--- src/vpc_pkg.sv ---
// constants and helpers for the vcxo pll control field bank
package vpc_pkg;
	// register indices as printed, byte address is four times the index
	localparam logic [7:0]  IDX_PLL_CTRL  = 8'h10;
	localparam logic [7:0]  IDX_OUT_CTRL  = 8'h11;
	localparam logic [11:0] ADDR_PLL_CTRL = {2'h0, IDX_PLL_CTRL, 2'h0};
	localparam logic [11:0] ADDR_OUT_CTRL = {2'h0, IDX_OUT_CTRL, 2'h0};

	localparam int POL_BIT   = 7;
	localparam int FORCE_BIT = 6;
	localparam int PUMP_LSB  = 0;
	localparam int PWR_BIT   = 7;
	localparam int FMT_BIT   = 6;
	localparam int OFSEN_BIT = 5;
	localparam int OFS_LSB   = 0;

	localparam logic       POL_RST   = 1'h0;
	localparam logic       FORCE_RST = 1'h1;
	localparam logic [4:0] PUMP_RST  = 5'h18;
	localparam logic       PWR_RST   = 1'h0;
	localparam logic       FMT_RST   = 1'h0;
	localparam logic       OFSEN_RST = 1'h0;
	localparam logic [4:0] OFS_RST   = 5'h00;

	localparam logic [10:0] PUMP_STEP_UA    = 11'h032;
	localparam logic [10:0] PUMP_RST_UA     = 11'h4e2;
	localparam logic [8:0]  OFS_STEP_TENTHS = 9'h009;

	// charge pump current in microamperes
	function automatic logic [10:0] pump_ua(input logic [4:0] code);
		return (11'(code) + 11'h001) * PUMP_STEP_UA;
	endfunction

	// phase offset in tenths of a degree
	function automatic logic [8:0] offset_tenths(input logic [4:0] code);
		return 9'(code) * OFS_STEP_TENTHS;
	endfunction
endpackage

--- src/vpc_field_if.sv ---
// stored control fields passed from the register bank to the decoder
`timescale 1ns/1ps
`default_nettype none
interface vpc_field_if;
	logic       vcxo_polarity;
	logic       force_mid_control_voltage;
	logic [4:0] first_stage_pump_current;
	logic       osc_output_power_on;
	logic       osc_output_format;
	logic       phase_offset_enable;
	logic [4:0] phase_offset;

	modport bank (
		output vcxo_polarity, force_mid_control_voltage, first_stage_pump_current,
		output osc_output_power_on, osc_output_format, phase_offset_enable, phase_offset
	);
	modport dec (
		input vcxo_polarity, force_mid_control_voltage, first_stage_pump_current,
		input osc_output_power_on, osc_output_format, phase_offset_enable, phase_offset
	);
endinterface
`default_nettype wire

--- src/vpc_field_decode.sv ---
// turns stored fields into registered analog control levels
`timescale 1ns/1ps
`default_nettype none
module vpc_field_decode (
	input  wire logic        pclk,
	input  wire logic        presetn,
	vpc_field_if.dec         fld,
	output logic             loop_sense_invert,
	output logic             vcxo_tuning_pin_mid,
	output logic [4:0]       pump_code,
	output logic [10:0]      pump_current_ua,
	output logic             oscillator_clock_output_on,
	output logic             oscillator_clock_output_ecl,
	output logic             pfd_offset_active,
	output logic [8:0]       pfd_offset_tenths
);
	always_ff @(posedge pclk or negedge presetn) begin
		if (!presetn) begin
			loop_sense_invert           <= vpc_pkg::POL_RST;
			vcxo_tuning_pin_mid         <= vpc_pkg::FORCE_RST;
			pump_code                   <= vpc_pkg::PUMP_RST;
			pump_current_ua             <= vpc_pkg::PUMP_RST_UA;
			oscillator_clock_output_on  <= vpc_pkg::PWR_RST;
			oscillator_clock_output_ecl <= vpc_pkg::FMT_RST;
			pfd_offset_active           <= vpc_pkg::OFSEN_RST;
			pfd_offset_tenths           <= 9'h000;
		end else begin
			loop_sense_invert           <= fld.vcxo_polarity;
			vcxo_tuning_pin_mid         <= fld.force_mid_control_voltage;
			pump_code                   <= fld.first_stage_pump_current;
			pump_current_ua             <= vpc_pkg::pump_ua(fld.first_stage_pump_current);
			oscillator_clock_output_on  <= fld.osc_output_power_on;
			oscillator_clock_output_ecl <= fld.osc_output_format;
			pfd_offset_active           <= fld.phase_offset_enable;
			pfd_offset_tenths           <= fld.phase_offset_enable ? vpc_pkg::offset_tenths(fld.phase_offset) : 9'h000;
		end
	end
endmodule
`default_nettype wire

--- src/vpc_bank.sv ---
// apb register bank for the vcxo pll control fields
//
// Operation
// - polarity bit one inverts the loop sense
// - force bit drives tuning pin to mid-supply
// - force bit resets to one
// - pump current is (code plus one) times 50uA
// - pump code resets to 11000, 1.25mA
// - output power bit resets off, one powers
// - format bit resets differential low-voltage, one ecl
// - offset enable gates the static offset
// - offset resets zero, 0.9 degree steps
//
// Added by the designer: the address map and the APB slave port.
`timescale 1ns/1ps
`default_nettype none
module vpc_bank (
	input  wire logic        pclk,
	input  wire logic        presetn,
	input  wire logic        psel,
	input  wire logic        penable,
	input  wire logic        pwrite,
	input  wire logic [11:0] paddr,
	input  wire logic [31:0] pwdata,
	input  wire logic [3:0]  pstrb,
	output logic [31:0]      prdata,
	output logic             pready,
	output logic             pslverr,
	output logic             loop_sense_invert,
	output logic             vcxo_tuning_pin_mid,
	output logic [4:0]       pump_code,
	output logic [10:0]      pump_current_ua,
	output logic             oscillator_clock_output_on,
	output logic             oscillator_clock_output_ecl,
	output logic             pfd_offset_active,
	output logic [8:0]       pfd_offset_tenths
);
	vpc_field_if fld ();

	logic       hit_pll;
	logic       hit_out;
	logic       access;
	logic       wr_pll;
	logic       wr_out;
	logic [7:0] pll_word;
	logic [7:0] out_word;

	assign hit_pll = (paddr == vpc_pkg::ADDR_PLL_CTRL);
	assign hit_out = (paddr == vpc_pkg::ADDR_OUT_CTRL);
	assign access  = psel && penable;
	// only the low lane carries data; other lanes are ignored
	assign wr_pll  = access && pwrite && hit_pll && pstrb[0];
	assign wr_out  = access && pwrite && hit_out && pstrb[0];
	assign pready  = 1'b1;
	assign pslverr = access && !(hit_pll || hit_out);

	assign pll_word = {fld.vcxo_polarity, fld.force_mid_control_voltage, 1'b0, fld.first_stage_pump_current};
	assign out_word = {fld.osc_output_power_on, fld.osc_output_format, fld.phase_offset_enable, fld.phase_offset};

	always_ff @(posedge pclk or negedge presetn) begin
		if (!presetn) begin
			fld.vcxo_polarity             <= vpc_pkg::POL_RST;
			fld.force_mid_control_voltage <= vpc_pkg::FORCE_RST;
			fld.first_stage_pump_current  <= vpc_pkg::PUMP_RST;
		end else if (wr_pll) begin
			fld.vcxo_polarity             <= pwdata[vpc_pkg::POL_BIT];
			fld.force_mid_control_voltage <= pwdata[vpc_pkg::FORCE_BIT];
			fld.first_stage_pump_current  <= pwdata[vpc_pkg::PUMP_LSB +: 5];
		end
	end

	always_ff @(posedge pclk or negedge presetn) begin
		if (!presetn) begin
			fld.osc_output_power_on <= vpc_pkg::PWR_RST;
			fld.osc_output_format   <= vpc_pkg::FMT_RST;
			fld.phase_offset_enable <= vpc_pkg::OFSEN_RST;
			fld.phase_offset        <= vpc_pkg::OFS_RST;
		end else if (wr_out) begin
			fld.osc_output_power_on <= pwdata[vpc_pkg::PWR_BIT];
			fld.osc_output_format   <= pwdata[vpc_pkg::FMT_BIT];
			fld.phase_offset_enable <= pwdata[vpc_pkg::OFSEN_BIT];
			fld.phase_offset        <= pwdata[vpc_pkg::OFS_LSB +: 5];
		end
	end

	// read data captured in setup so it stands through the access phase
	always_ff @(posedge pclk or negedge presetn) begin
		if (!presetn) begin
			prdata <= 32'h0000_0000;
		end else if (psel && !penable && !pwrite) begin
			prdata <= hit_pll ? {24'h00_0000, pll_word} : hit_out ? {24'h00_0000, out_word} : 32'h0000_0000;
		end
	end

	vpc_field_decode u_dec (
		.pclk                        (pclk),
		.presetn                     (presetn),
		.fld                         (fld),
		.loop_sense_invert           (loop_sense_invert),
		.vcxo_tuning_pin_mid         (vcxo_tuning_pin_mid),
		.pump_code                   (pump_code),
		.pump_current_ua             (pump_current_ua),
		.oscillator_clock_output_on  (oscillator_clock_output_on),
		.oscillator_clock_output_ecl (oscillator_clock_output_ecl),
		.pfd_offset_active           (pfd_offset_active),
		.pfd_offset_tenths           (pfd_offset_tenths)
	);

	property p_polarity;
		@(posedge pclk) disable iff (!presetn) wr_pll |-> ##2 (loop_sense_invert == $past(pwdata[7], 2));
	endproperty
	a_polarity: assert property (p_polarity) else $error("loop sense not following polarity write");

	property p_force;
		@(posedge pclk) disable iff (!presetn) wr_pll |-> ##2 (vcxo_tuning_pin_mid == $past(pwdata[6], 2));
	endproperty
	a_force: assert property (p_force) else $error("tuning pin force not following write");

	property p_force_rst;
		@(posedge pclk) disable iff (!presetn) $rose(presetn) |-> (vcxo_tuning_pin_mid && fld.force_mid_control_voltage);
	endproperty
	a_force_rst: assert property (p_force_rst) else $error("force bit not set after reset");

	property p_pump;
		@(posedge pclk) disable iff (!presetn)
			1'b1 |=> (pump_current_ua == (11'($past(fld.first_stage_pump_current)) + 11'h001) * 11'h032);
	endproperty
	a_pump: assert property (p_pump) else $error("pump current not (code+1)*50");

	property p_pump_rst;
		@(posedge pclk) disable iff (!presetn) $rose(presetn) |-> (pump_code == 5'h18 && pump_current_ua == 11'h4e2);
	endproperty
	a_pump_rst: assert property (p_pump_rst) else $error("pump reset value wrong");

	property p_power;
		@(posedge pclk) disable iff (!presetn)
			($rose(presetn) |-> !oscillator_clock_output_on) and
			(wr_out |-> ##2 (oscillator_clock_output_on == $past(pwdata[7], 2)));
	endproperty
	a_power: assert property (p_power) else $error("output power state wrong");

	property p_format;
		@(posedge pclk) disable iff (!presetn)
			($rose(presetn) |-> !oscillator_clock_output_ecl) and
			(wr_out |-> ##2 (oscillator_clock_output_ecl == $past(pwdata[6], 2)));
	endproperty
	a_format: assert property (p_format) else $error("output format wrong");

	property p_ofs_gate;
		@(posedge pclk) disable iff (!presetn) !fld.phase_offset_enable |=> (pfd_offset_tenths == 9'h000 && !pfd_offset_active);
	endproperty
	a_ofs_gate: assert property (p_ofs_gate) else $error("offset applied while disabled");

	property p_ofs_val;
		@(posedge pclk) disable iff (!presetn)
			fld.phase_offset_enable |=> (pfd_offset_tenths == 9'($past(fld.phase_offset)) * 9'h009);
	endproperty
	a_ofs_val: assert property (p_ofs_val) else $error("offset not code*0.9 degree");

	property p_readback;
		@(posedge pclk) disable iff (!presetn)
			(psel && !penable && !pwrite && hit_pll) |=> (prdata == {24'h00_0000, $past(pll_word)});
	endproperty
	a_readback: assert property (p_readback) else $error("read data differs from stored fields");

	c_force_clear: cover property (@(posedge pclk) disable iff (!presetn) $fell(vcxo_tuning_pin_mid));
	c_ofs_on: cover property (@(posedge pclk) disable iff (!presetn) pfd_offset_active && pfd_offset_tenths != 9'h000);
	c_slverr: cover property (@(posedge pclk) disable iff (!presetn) pslverr);
endmodule
`default_nettype wire

--- config.mk ---
export PLATFORM = sky130hd
export DESIGN_NAME = vpc_bank
export DESIGN_NICKNAME = d
export VERILOG_FILES = /design/src/vpc_pkg.sv /design/src/vpc_field_if.sv /design/src/vpc_field_decode.sv /design/src/vpc_bank.sv
export SDC_FILE = /design/constraint.sdc
export NUM_CORES = 1
export LEC_CHECK = 0
export BUFFER_PORTS_ARGS = -buffer_cell sky130_fd_sc_hd__buf_2
export CELL_PAD_IN_SITES_DETAIL_PLACEMENT = 0
export CELL_PAD_IN_SITES_GLOBAL_PLACEMENT = 1
export CORE_UTILIZATION = 32
export DETAILED_ROUTE_END_ITERATION = 7
export HOLD_SLACK_MARGIN = 0.12
export PLACE_DENSITY_LB_ADDON = 0.1
export SKIP_CTS_REPAIR_TIMING = 1
export SLEW_MARGIN = 20
export SYNTH_ARGS = -nofsm -noshare
export SYNTH_HDL_FRONTEND = slang
export SYNTH_SLANG_ARGS = --single-unit
--- constraint.sdc ---
create_clock -name pclk -period 2.51 [get_ports pclk]
set_input_delay 0.502 -clock pclk [delete_from_list [all_inputs] [get_ports pclk]]
set_output_delay 0.502 -clock pclk [all_outputs]
set_load 0.005 [all_outputs]
==> results of run 1 <==
-- cells in the mapped netlist (all sizes together) --
library cell / n / area (µm²)
fa: 2 / 40.0
a21o: 3 / 22.5
buf: 28 / 208
conb: 2 / 7.51
a21oi: 4 / 20.0
o21bai: 1 / 7.51
nand2: 13 / 48.8
nand4: 1 / 12.5
clkbuf: 4 / 15.0
xnor2: 7 / 61.3
and2: 10 / 62.6
mux2i: 7 / 70.1
dfrtp: 41 / 1030
o21ai: 9 / 45.0
and4b: 1 / 10.0
ha: 23 / 288
or4b: 1 / 13.8
nand3: 4 / 20.0
mux2: 15 / 169
nor4: 2 / 27.5
nor2: 2 / 7.51
and4: 1 / 8.76
xor2: 8 / 70.1
a211oi: 1 / 7.51
inv: 6 / 22.5
dfstp: 11 / 289
or3b: 1 / 8.76
-- cell type report --
class                           count  area, µm²  area share [%]
Clock buffer                        7       76.3            2.26
Clock inverter                      1       8.76           0.259
Inverter                            6       22.5           0.667
Multi-Input combinational cell    142       1310            38.7
Sequential cell                    52       1320            38.9
Tap cell                          102        128            3.78
Timing Repair Buffer               87        520            15.4
-- layer usage --
| layer | vias up | global-route usage (%) |
|---|---|---|
| met5 | - | 0 |
| met4 | 0 | 4.30 |
| met3 | 6 | 2.57 |
| met2 | 45 | 18.5 |
| met1 | 767 | 16.8 |
| li1 | 817 | - |
-- kinds of logic (layout without fill, tap and decap cells) --
| group | after synthesis | after routing |
|---|---|---|
| flip-flops | 52 | 52 |
| buffers and inverters | 38 | 101 |
| AND/OR/NAND/NOR | 36 | 36 |
| adder cells (fa/ha/maj) | 25 | 25 |
| multiplexers | 22 | 22 |
| AO/OA/AOI/OAI | 18 | 18 |
| XOR/XNOR | 15 | 15 |
| other | 2 | 26 |
-- per-stage QoR --
stage / instances / hold WS [ps] / TNS (ps)
floorplan: 232 / 206 / 0
global placement: 387 / 371 / -211
detailed placement: 387 / 372 / -151
CTS: 395 / 200 / -195
global route: 397 / 220 / -127
finish: 397 / 182 / 0
-- power groups by stage --
stage | clock network, mW | registers [mW] | logic (mW)
after detailed placement | 0 | 0.855 | 0.0679
after CTS | 0.499 | 0.839 | 0.0681
after floorplan | 0 | 0.855 | 0.0504
after global placement | 0 | 0.855 | 0.0670
final | 0.473 | 0.839 | 0.0665
after global routing | 0.525 | 0.839 | 0.0767
-- flip-flops by register name, indices dropped and copies added, names as in the netlist, 5 cells and up --
name / count
fld.first_stage_pump_current: 5
prdata: 8
u_dec.pump_current_ua: 10
u_dec.pfd_offset_tenths: 9
u_dec.pump_code: 5
fld.phase_offset: 5
-- worst paths after layout --
path                                                  from                         end  slack, ps  cells after the start
max                        fld.first_stage_pump_current[0]   u_dec.pump_current_ua[10]         30                     12
max reg2reg                fld.first_stage_pump_current[0]   u_dec.pump_current_ua[10]         30                     12
min                                                presetn  u_dec.pfd_offset_tenths[8]        180                      1
min reg2reg                  fld.force_mid_control_voltage   u_dec.vcxo_tuning_pin_mid        380                      0
max in group asynchronous                          presetn   u_dec.vcxo_tuning_pin_mid       1680                      2
min in group pclk            fld.force_mid_control_voltage   u_dec.vcxo_tuning_pin_mid        380                      0
==> impl_metrics.toml, run 1 <==
[run_status]
status = "completed"

[pwr]
internal_power_mw = 1.06
switching_power_mw = 0.316
finalPower_mw = 1.38
power_frac_clock_pct = 34.3
combPwrFrac_pct = 4.8
p_leak_nw = 1.86
ir_worst_vdd_mv = 0.320
power_frac_seq_pct = 60.9
powerDensity_nw_per_um2 = 408
p_sw_share_pct = 22.9

[routing]
route.antenna.remaining_nets = 0
wl_met2_um = 2170
via_per_inst = 4.12
drt_wl_total_um = 4820
drt_iter0_markers = 37
met1Wirelength_um = 2380
num_vias = 1635
dr.max_layer_used = "met4"
drc = 0
met3_wirelength_um = 201
wl_per_cell_um = 12.1
drt_pre_antenna_iters = 3

[worst_setup_path]
startpoint_type = "flop"
critPathSlowestCell = "dfrtp_1"
cp.required_ps = 2750
cpMostUsedCell = "ha_4"
worstSetupPathType = "reg -> reg"
worst-path-buf-inv = 2
path_cells = "ha_2 -> buf_4 -> xor2_4 -> buf_4 -> and2_4 -> ha_4 -> ha_4 -> ha_4 -> o21ai_1 -> o21bai_1 -> a21oi_2 -> xnor2_1"
worst-path-max-fanout = 4
cp_slowest_stage_delay_ps = 430
cp_top_family = "adder cells"
cp.arrival_ps = 2710
cp-end-kind = "flop"

[synthesis]
syn_inst = 208
syn_area_per_cell_um2 = 12.4
synth_fa_ha_area_share_pct = 12.7
muxShareOfSynthArea_pct = 9.23
synth-seq-cells = 52
synth_area_um2 = 2590
seq_area_frac_synth_pct = 50.8
yosysUniqueCellTypes = 29
yosys_warnings = 0
synth_xor_area_share_pct = 5.07
synth_top_family_by_area = "adder cells"
synth_compound_area_share_pct = 3.96
synth_simple_gate_area_share_pct = 8.51

[sta]
fin_crit_sh_pct = 98.7
skew_ps = 8.54
fmax_ghz = 0.404
rsz0062_at_grt = "true"
setup_viol = 0
fin_ws_ps = 33.3
hold_viol_final = 0
maxSlewHeadroom_pct = 60.8
slew_viol_final = 0
worst_slew_pin_slew_ps = 589
final.min_clock_period_ps = 2480

[floorplanning]
core_um2 = 7770
fp-row-count = 32
die_x_um = 91.9
start_util_pct = 33.3
pin_count = 117
die-area_um2 = 8450
fp.dieH_um = 91.9

[clocking]
htreeDepth = 2
clock-root-buffer = "clkbuf_8"
clock-sinks = 52
clk_latency_ps = 300
cts.clk_slew.worst_paths_ps = 100
cts_buffer_depth = 2
cts_buffers = 5
cts_tree = "yes"

[finish]
drive_above_1_share_pct = 50.2
diodes = 0
design_area_um2 = 3380
nFillCells = 744
final_cell_mix = "63 x buf_2, 41 x dfrtp_1, 26 x conb_1"
num-nets-final = 372
utilization_pct = 43.5
layout_commonest_cell = "buf_2"
area_growth_pct = 30.5

[placed_design]
hpwl_um = 3590
place.gp.congestion = 0.691
place_ws_ps = -120
postPlaceCellArea_um2 = 3140
portBuffers = 63

[global_routing]
grt_overflow_total = 0
grt_max_degree = 29
grt_pass1_vias = 1597
grt_pass1_wl_um = 7870
grt_use_total_pct = 12.1
antenna_found_initial = 0

[min_path]
hold_class = "in -> async"

[job]
drv_cap = 0
(Power assumes the default switching activity.)
==> run 2: changes to the inputs <==
--- a/config.mk
+++ b/config.mk
@@ -6,12 +6,10 @@
 export NUM_CORES = 1
 export LEC_CHECK = 0
 export BUFFER_PORTS_ARGS = -buffer_cell sky130_fd_sc_hd__buf_2
-export CELL_PAD_IN_SITES_DETAIL_PLACEMENT = 0
-export CELL_PAD_IN_SITES_GLOBAL_PLACEMENT = 1
-export CORE_UTILIZATION = 32
+export CORE_UTILIZATION = 42
 export DETAILED_ROUTE_END_ITERATION = 7
 export HOLD_SLACK_MARGIN = 0.12
-export PLACE_DENSITY_LB_ADDON = 0.1
+export PLACE_DENSITY = 0.76
 export SKIP_CTS_REPAIR_TIMING = 1
 export SLEW_MARGIN = 20
 export SYNTH_ARGS = -nofsm -noshare
==> run 2 against run 1 <==
  * Non-clock buffer count increased by 1
  * Total power increased by 9.3%
  * Core utilization increased by 14 points
  * Flip-flop and latch count unchanged
  * Largest cell class is now multi-input gates
  * Via count increased by 5.6%
  * Highest routed layer unchanged
  * The run now ends with setup timing left
  * Critical path type unchanged
  * Die area decreased by 23%
==> impl_metrics.toml, run 2 (synthesis results as in run 1) <==
[worst_setup_path]
cp_top_family = "adder cells"
cp_slowest_stage_delay_ps = 430
worst-path-buf-inv = 2
cp.arrival_ps = 2780
cp.required_ps = 2750
cpMostUsedCell = "ha_4"
worstSetupPathType = "reg -> reg"
worst-path-max-fanout = 5
cp-end-kind = "flop"
critPathSlowestCell = "dfrtp_1"
path_cells = "ha_2 -> buf_6 -> xor2_4 -> buf_12 -> xnor2_4 -> ha_4 -> ha_4 -> ha_4 -> o21ai_2 -> o21bai_1 -> a21oi_2 -> xnor2_1"
startpoint_type = "flop"

[sta]
setup_viol = 1
rsz0062_at_grt = "true"
fmax_ghz = 0.394
final.min_clock_period_ps = 2540
slew_viol_final = 0
skew_ps = 8.21
fin_crit_sh_pct = 101
fin_ws_ps = -29.0
hold_viol_final = 0
worst_slew_pin_slew_ps = 701
maxSlewHeadroom_pct = 53.3

[placed_design]
portBuffers = 63
place.gp.congestion = 0.861
placed_cells = 361
hpwl_um = 3680

[finish]
utilization_pct = 57.7
drive_above_1_share_pct = 52.4
num-nets-final = 373
final_cell_mix = "63 x buf_2, 41 x dfrtp_1, 26 x conb_1"
nFillCells = 508
area_growth_pct = 32.0
largest_reg_flops = 10
reg_top3 = "u_dec.pump_current_ua: 10 flops, u_dec.pfd_offset_tenths: 9 flops, prdata: 8 flops"
instances_no_fill = 371
diodes = 0
layout_commonest_cell = "buf_2"
top_register = "u_dec.pump_current_ua"

[clocking]
htreeDepth = 2
cts_tree = "yes"
cts.clk_slew.worst_paths_ps = 90
cts_buffer_depth = 2
cts_buffers = 5
clk_latency_ps = 310
clock-root-buffer = "clkbuf_8"
clock-sinks = 52

[routing]
via_per_inst = 4.65
drt_pre_antenna_iters = 4
route.antenna.remaining_nets = 0
drt_iter0_markers = 58
wl_per_cell_um = 14.0
drc = 0
num_vias = 1726
drt_wl_total_um = 5180

[floorplanning]
fp.dieH_um = 80.5
fp-row-count = 28
start_util_pct = 43.7
die_x_um = 80.5
core_um2 = 5920
pin_count = 117
die-area_um2 = 6480

[global_routing]
grt_pass1_wl_um = 7560
grt_overflow_total = 0
grt_max_degree = 32
antenna_found_initial = 0
grt_use_total_pct = 16.0
grt_pass1_vias = 1628

[pwr]
p_leak_nw = 1.88
ir_worst_vdd_mv = 0.261
power_frac_clock_pct = 39.9
powerDensity_nw_per_um2 = 441
p_sw_share_pct = 21.1
power_frac_seq_pct = 55.7
switching_power_mw = 0.318
finalPower_mw = 1.51
combPwrFrac_pct = 4.4
internal_power_mw = 1.19

[min_path]
hold_class = "in -> async"

[job]
drv_cap = 0

[run_status]
status = "finished, violations left"
violations = "setup timing"
-- run 2: cell types whose count changed in the layout (fill, tap and decap cells not counted), sizes merged --
cell    delta
buf        +1
bufinv     +1
clkbuf     -1
-- run 2: cell type report --
type	count	area, µm²	share of cell area, %
clock buffer	6	82.6	2.42
inverter	6	22.5	0.659
sequential	52	1320	38.5
clock inverter	2	38.8	1.13
multi-input combinational	142	1350	39.4
timing repair buffer	88	519	15.2
tap	75	93.8	2.75
-- run 2: worst paths after layout --
path                                               to  slack [ps]  depth (start not counted)                            start
hold reg to reg             u_dec.vcxo_tuning_pin_mid         380                          0    fld.force_mid_control_voltage
setup reg to reg            u_dec.pump_current_ua[10]         -30                         12  fld.first_stage_pump_current[0]
max in group asynchronous   u_dec.vcxo_tuning_pin_mid        1570                          2                          presetn
min in group pclk           u_dec.vcxo_tuning_pin_mid         380                          0    fld.force_mid_control_voltage
hold / removal             u_dec.pfd_offset_tenths[3]         230                          1                          presetn
setup / recovery            u_dec.pump_current_ua[10]         -30                         12  fld.first_stage_pump_current[0]
-- run 2: per-stage QoR --
stage	TNS [ps]	cell area (µm²)	hold WS, ps	setup WS [ps]
2_1_floorplan	0	2740	206	7.79
3_3_place_gp	-99.6	3090	368	-96.6
3_5_place_dp	-142	3090	371	-108
4_1_cts	-239	3210	254	-147
5_1_grt	-186	3420	277	-127
6_report	-29.0	3420	234	-29.0
-- run 2: layer usage --
| metal | vias to the layer above | track usage [%] | share of wire (%) |
|---|---|---|---|
| met5 | - | 0 | 0 |
| met3 | 7 | 4.09 | 4.5 |
| met1 | 844 | 19.4 | 44 |
| met4 | 0 | 8.04 | 2.0 |
| met2 | 59 | 26.0 | 50 |
| li1 | 816 | - | - |
-- run 2: power groups by stage --
stage,logic [mW],registers [mW],clock network [mW]
6_report,0.0664,0.839,0.601
2_1_floorplan,0.0504,0.855,0
5_1_grt,0.0758,0.839,0.646
3_3_place_gp,0.0638,0.855,0
4_1_cts,0.0664,0.839,0.617
3_5_place_dp,0.0664,0.855,0
==> run 3: changes to the inputs <==
--- a/config.mk
+++ b/config.mk
@@ -6,10 +6,11 @@
 export NUM_CORES = 1
 export LEC_CHECK = 0
 export BUFFER_PORTS_ARGS = -buffer_cell sky130_fd_sc_hd__buf_2
-export CORE_UTILIZATION = 42
+export CORE_UTILIZATION = 44
+export CTS_BUF_LIST = sky130_fd_sc_hd__clkbuf_8
 export DETAILED_ROUTE_END_ITERATION = 7
-export HOLD_SLACK_MARGIN = 0.12
-export PLACE_DENSITY = 0.76
+export HOLD_SLACK_MARGIN = 0.15
+export PLACE_DENSITY = 0.79
 export SKIP_CTS_REPAIR_TIMING = 1
 export SLEW_MARGIN = 20
 export SYNTH_ARGS = -nofsm -noshare
==> run 3 against run 2 <==
  * The flow still finishes with violations (setup timing)
  * Global-route usage increased by 0.55 points
  * Combinational power decreased by 6.0%
  * Flip-flop and latch count unchanged
  * Sequential share of layout area increased by 1.4 points
  * Worst hold slack improved by 44 ps
  * Die area decreased by 4.4%
  * Critical path depth decreased by 3
  * Clock-buffer cell count decreased by 1
  * Setup slack got worse by 21 ps
  * Wire length decreased by 4.7%
  * Critical path type unchanged
==> impl_metrics.toml, run 3 (synthesis results as in run 1) <==
[routing]
met1Wirelength_um = 2050
dr.max_layer_used = "met4"
num_vias = 1704
drt_wl_total_um = 4940
route.antenna.remaining_nets = 0
via_per_inst = 4.68
drt_iter0_markers = 67
drt_pre_antenna_iters = 4
wl_met2_um = 2630
drc = 0
wl_per_cell_um = 13.6
met3_wirelength_um = 188

[sta]
slew_viol_final = 0
rsz0062_at_grt = "true"
final.min_clock_period_ps = 2560
hold-worst-slack_ps = 278
tns_ps = -61.6
fin_ws_ps = -50.1
maxSlewHeadroom_pct = 57.3
hold_viol_final = 0
fin_crit_sh_pct = 102
setup_viol = 2
fmax_ghz = 0.391
skew_ps = 10.3
worst_slew_pin_slew_ps = 635

[floorplanning]
pin_count = 117
fp.dieH_um = 78.7
fp-row-count = 27
core_um2 = 5570
die_x_um = 78.7
start_util_pct = 46.4
die-area_um2 = 6190

[job]
drv_cap = 0

[run_status]
status = "finished, violations left"
violations = "setup timing"

[placed_design]
portBuffers = 63
hpwl_um = 3590
place.gp.congestion = 0.793
placed_cells = 354
postPlaceCellArea_um2 = 3060

[clocking]
cts_buffers = 5
clock-sinks = 52
cts_tree = "yes"
clock-root-buffer = "clkbuf_8"
cts_buffer_depth = 2
clk_latency_ps = 310
cts.clk_slew.worst_paths_ps = 100
htreeDepth = 2

[min_path]
hold_class = "in -> async"

[finish]
top_register = "u_dec.pump_current_ua"
num-nets-final = 369
area_growth_pct = 27.5
reg_top3 = "u_dec.pump_current_ua: 10 flops, u_dec.pfd_offset_tenths: 9 flops, prdata: 8 flops"
largest_reg_flops = 10
utilization_pct = 59.2
diodes = 0
instances_no_fill = 364
drive_above_1_share_pct = 49.3
design_area_um2 = 3300
layout_commonest_cell = "buf_2"
final_cell_mix = "63 x buf_2, 41 x dfrtp_1, 26 x conb_1"

[worst_setup_path]
crit_start = "fld.first_stage_pump_current[1]"
rr_startpoint = "fld.first_stage_pump_current[1]"
worst-path-max-fanout = 3
startpoint_type = "flop"
cp.arrival_ps = 2790
cp.required_ps = 2740
worstSetupPathType = "reg -> reg"
cp-end-kind = "flop"

[global_routing]
grt_max_degree = 53
antenna_found_initial = 0
grt_use_total_pct = 16.5
grt_overflow_total = 0
grt_pass1_vias = 1723
grt_pass1_wl_um = 7800

[pwr]
power_frac_clock_pct = 35.6
powerDensity_nw_per_um2 = 424
p_sw_share_pct = 24.0
p_leak_nw = 1.84
power_frac_seq_pct = 60.0
switching_power_mw = 0.335
ir_worst_vdd_mv = 0.236
combPwrFrac_pct = 4.5
internal_power_mw = 1.06
run 3: power by group through the flow:
| stage | clock network (mW) | logic (mW) | registers (mW) |
|---|---|---|---|
| 2_1_floorplan | 0 | 0.0504 | 0.855 |
| 3_3_place_gp | 0 | 0.0611 | 0.855 |
| 3_5_place_dp | 0 | 0.0633 | 0.855 |
| 4_1_cts | 0.504 | 0.0634 | 0.839 |
| 5_1_grt | 0.543 | 0.0727 | 0.839 |
| 6_report | 0.498 | 0.0624 | 0.839 |
run 3: worst max-delay path, stage by stage (launching register included):
cell     delay (ps)
dfrtp_1         420
buf_4           160
ha_1            300
xor2_1          150
ha_1            290
ha_1            260
fa_2            370
a21o_1          190
a21oi_1         190
xnor2_1         140
run 3: layout make-up:
class	instances	area, µm²
timing repair buffer	84	480
tap	72	90.1
clock inverter	3	25.0
multi-input combinational	142	1300
sequential	52	1320
inverter	6	22.5
clock buffer	5	68.8
fill	450	2270
run 3: worst paths after layout:
kind / to / slack, ps / cells after the start
max reg2reg: u_dec.pump_current_ua[9] / -50 / 9
min: u_dec.pump_current_ua[9] / 280 / 2
max: u_dec.pump_current_ua[9] / -50 / 9
max in group asynchronous: u_dec.pump_code[0] / 1800 / 2
min reg2reg: u_dec.vcxo_tuning_pin_mid / 380 / 0
min in group pclk: u_dec.vcxo_tuning_pin_mid / 380 / 0
run 3: through the flow:
stage | power (mW) | worst slack (ps)
4_1_cts | 1.41 | -139
3_3_place_gp | 0.916 | -70.2
6_report | 1.40 | -50.1
3_5_place_dp | 0.918 | -86.9
5_1_grt | 1.46 | -209
2_1_floorplan | 0.905 | 7.79
run 3: layer usage:
metal | GRT usage [%] | vias to the layer above
met5 | 0 | -
met4 | 3.89 | 0
met3 | 4.14 | 6
met2 | 29.7 | 50
met1 | 19.6 | 840
li1 | - | 808
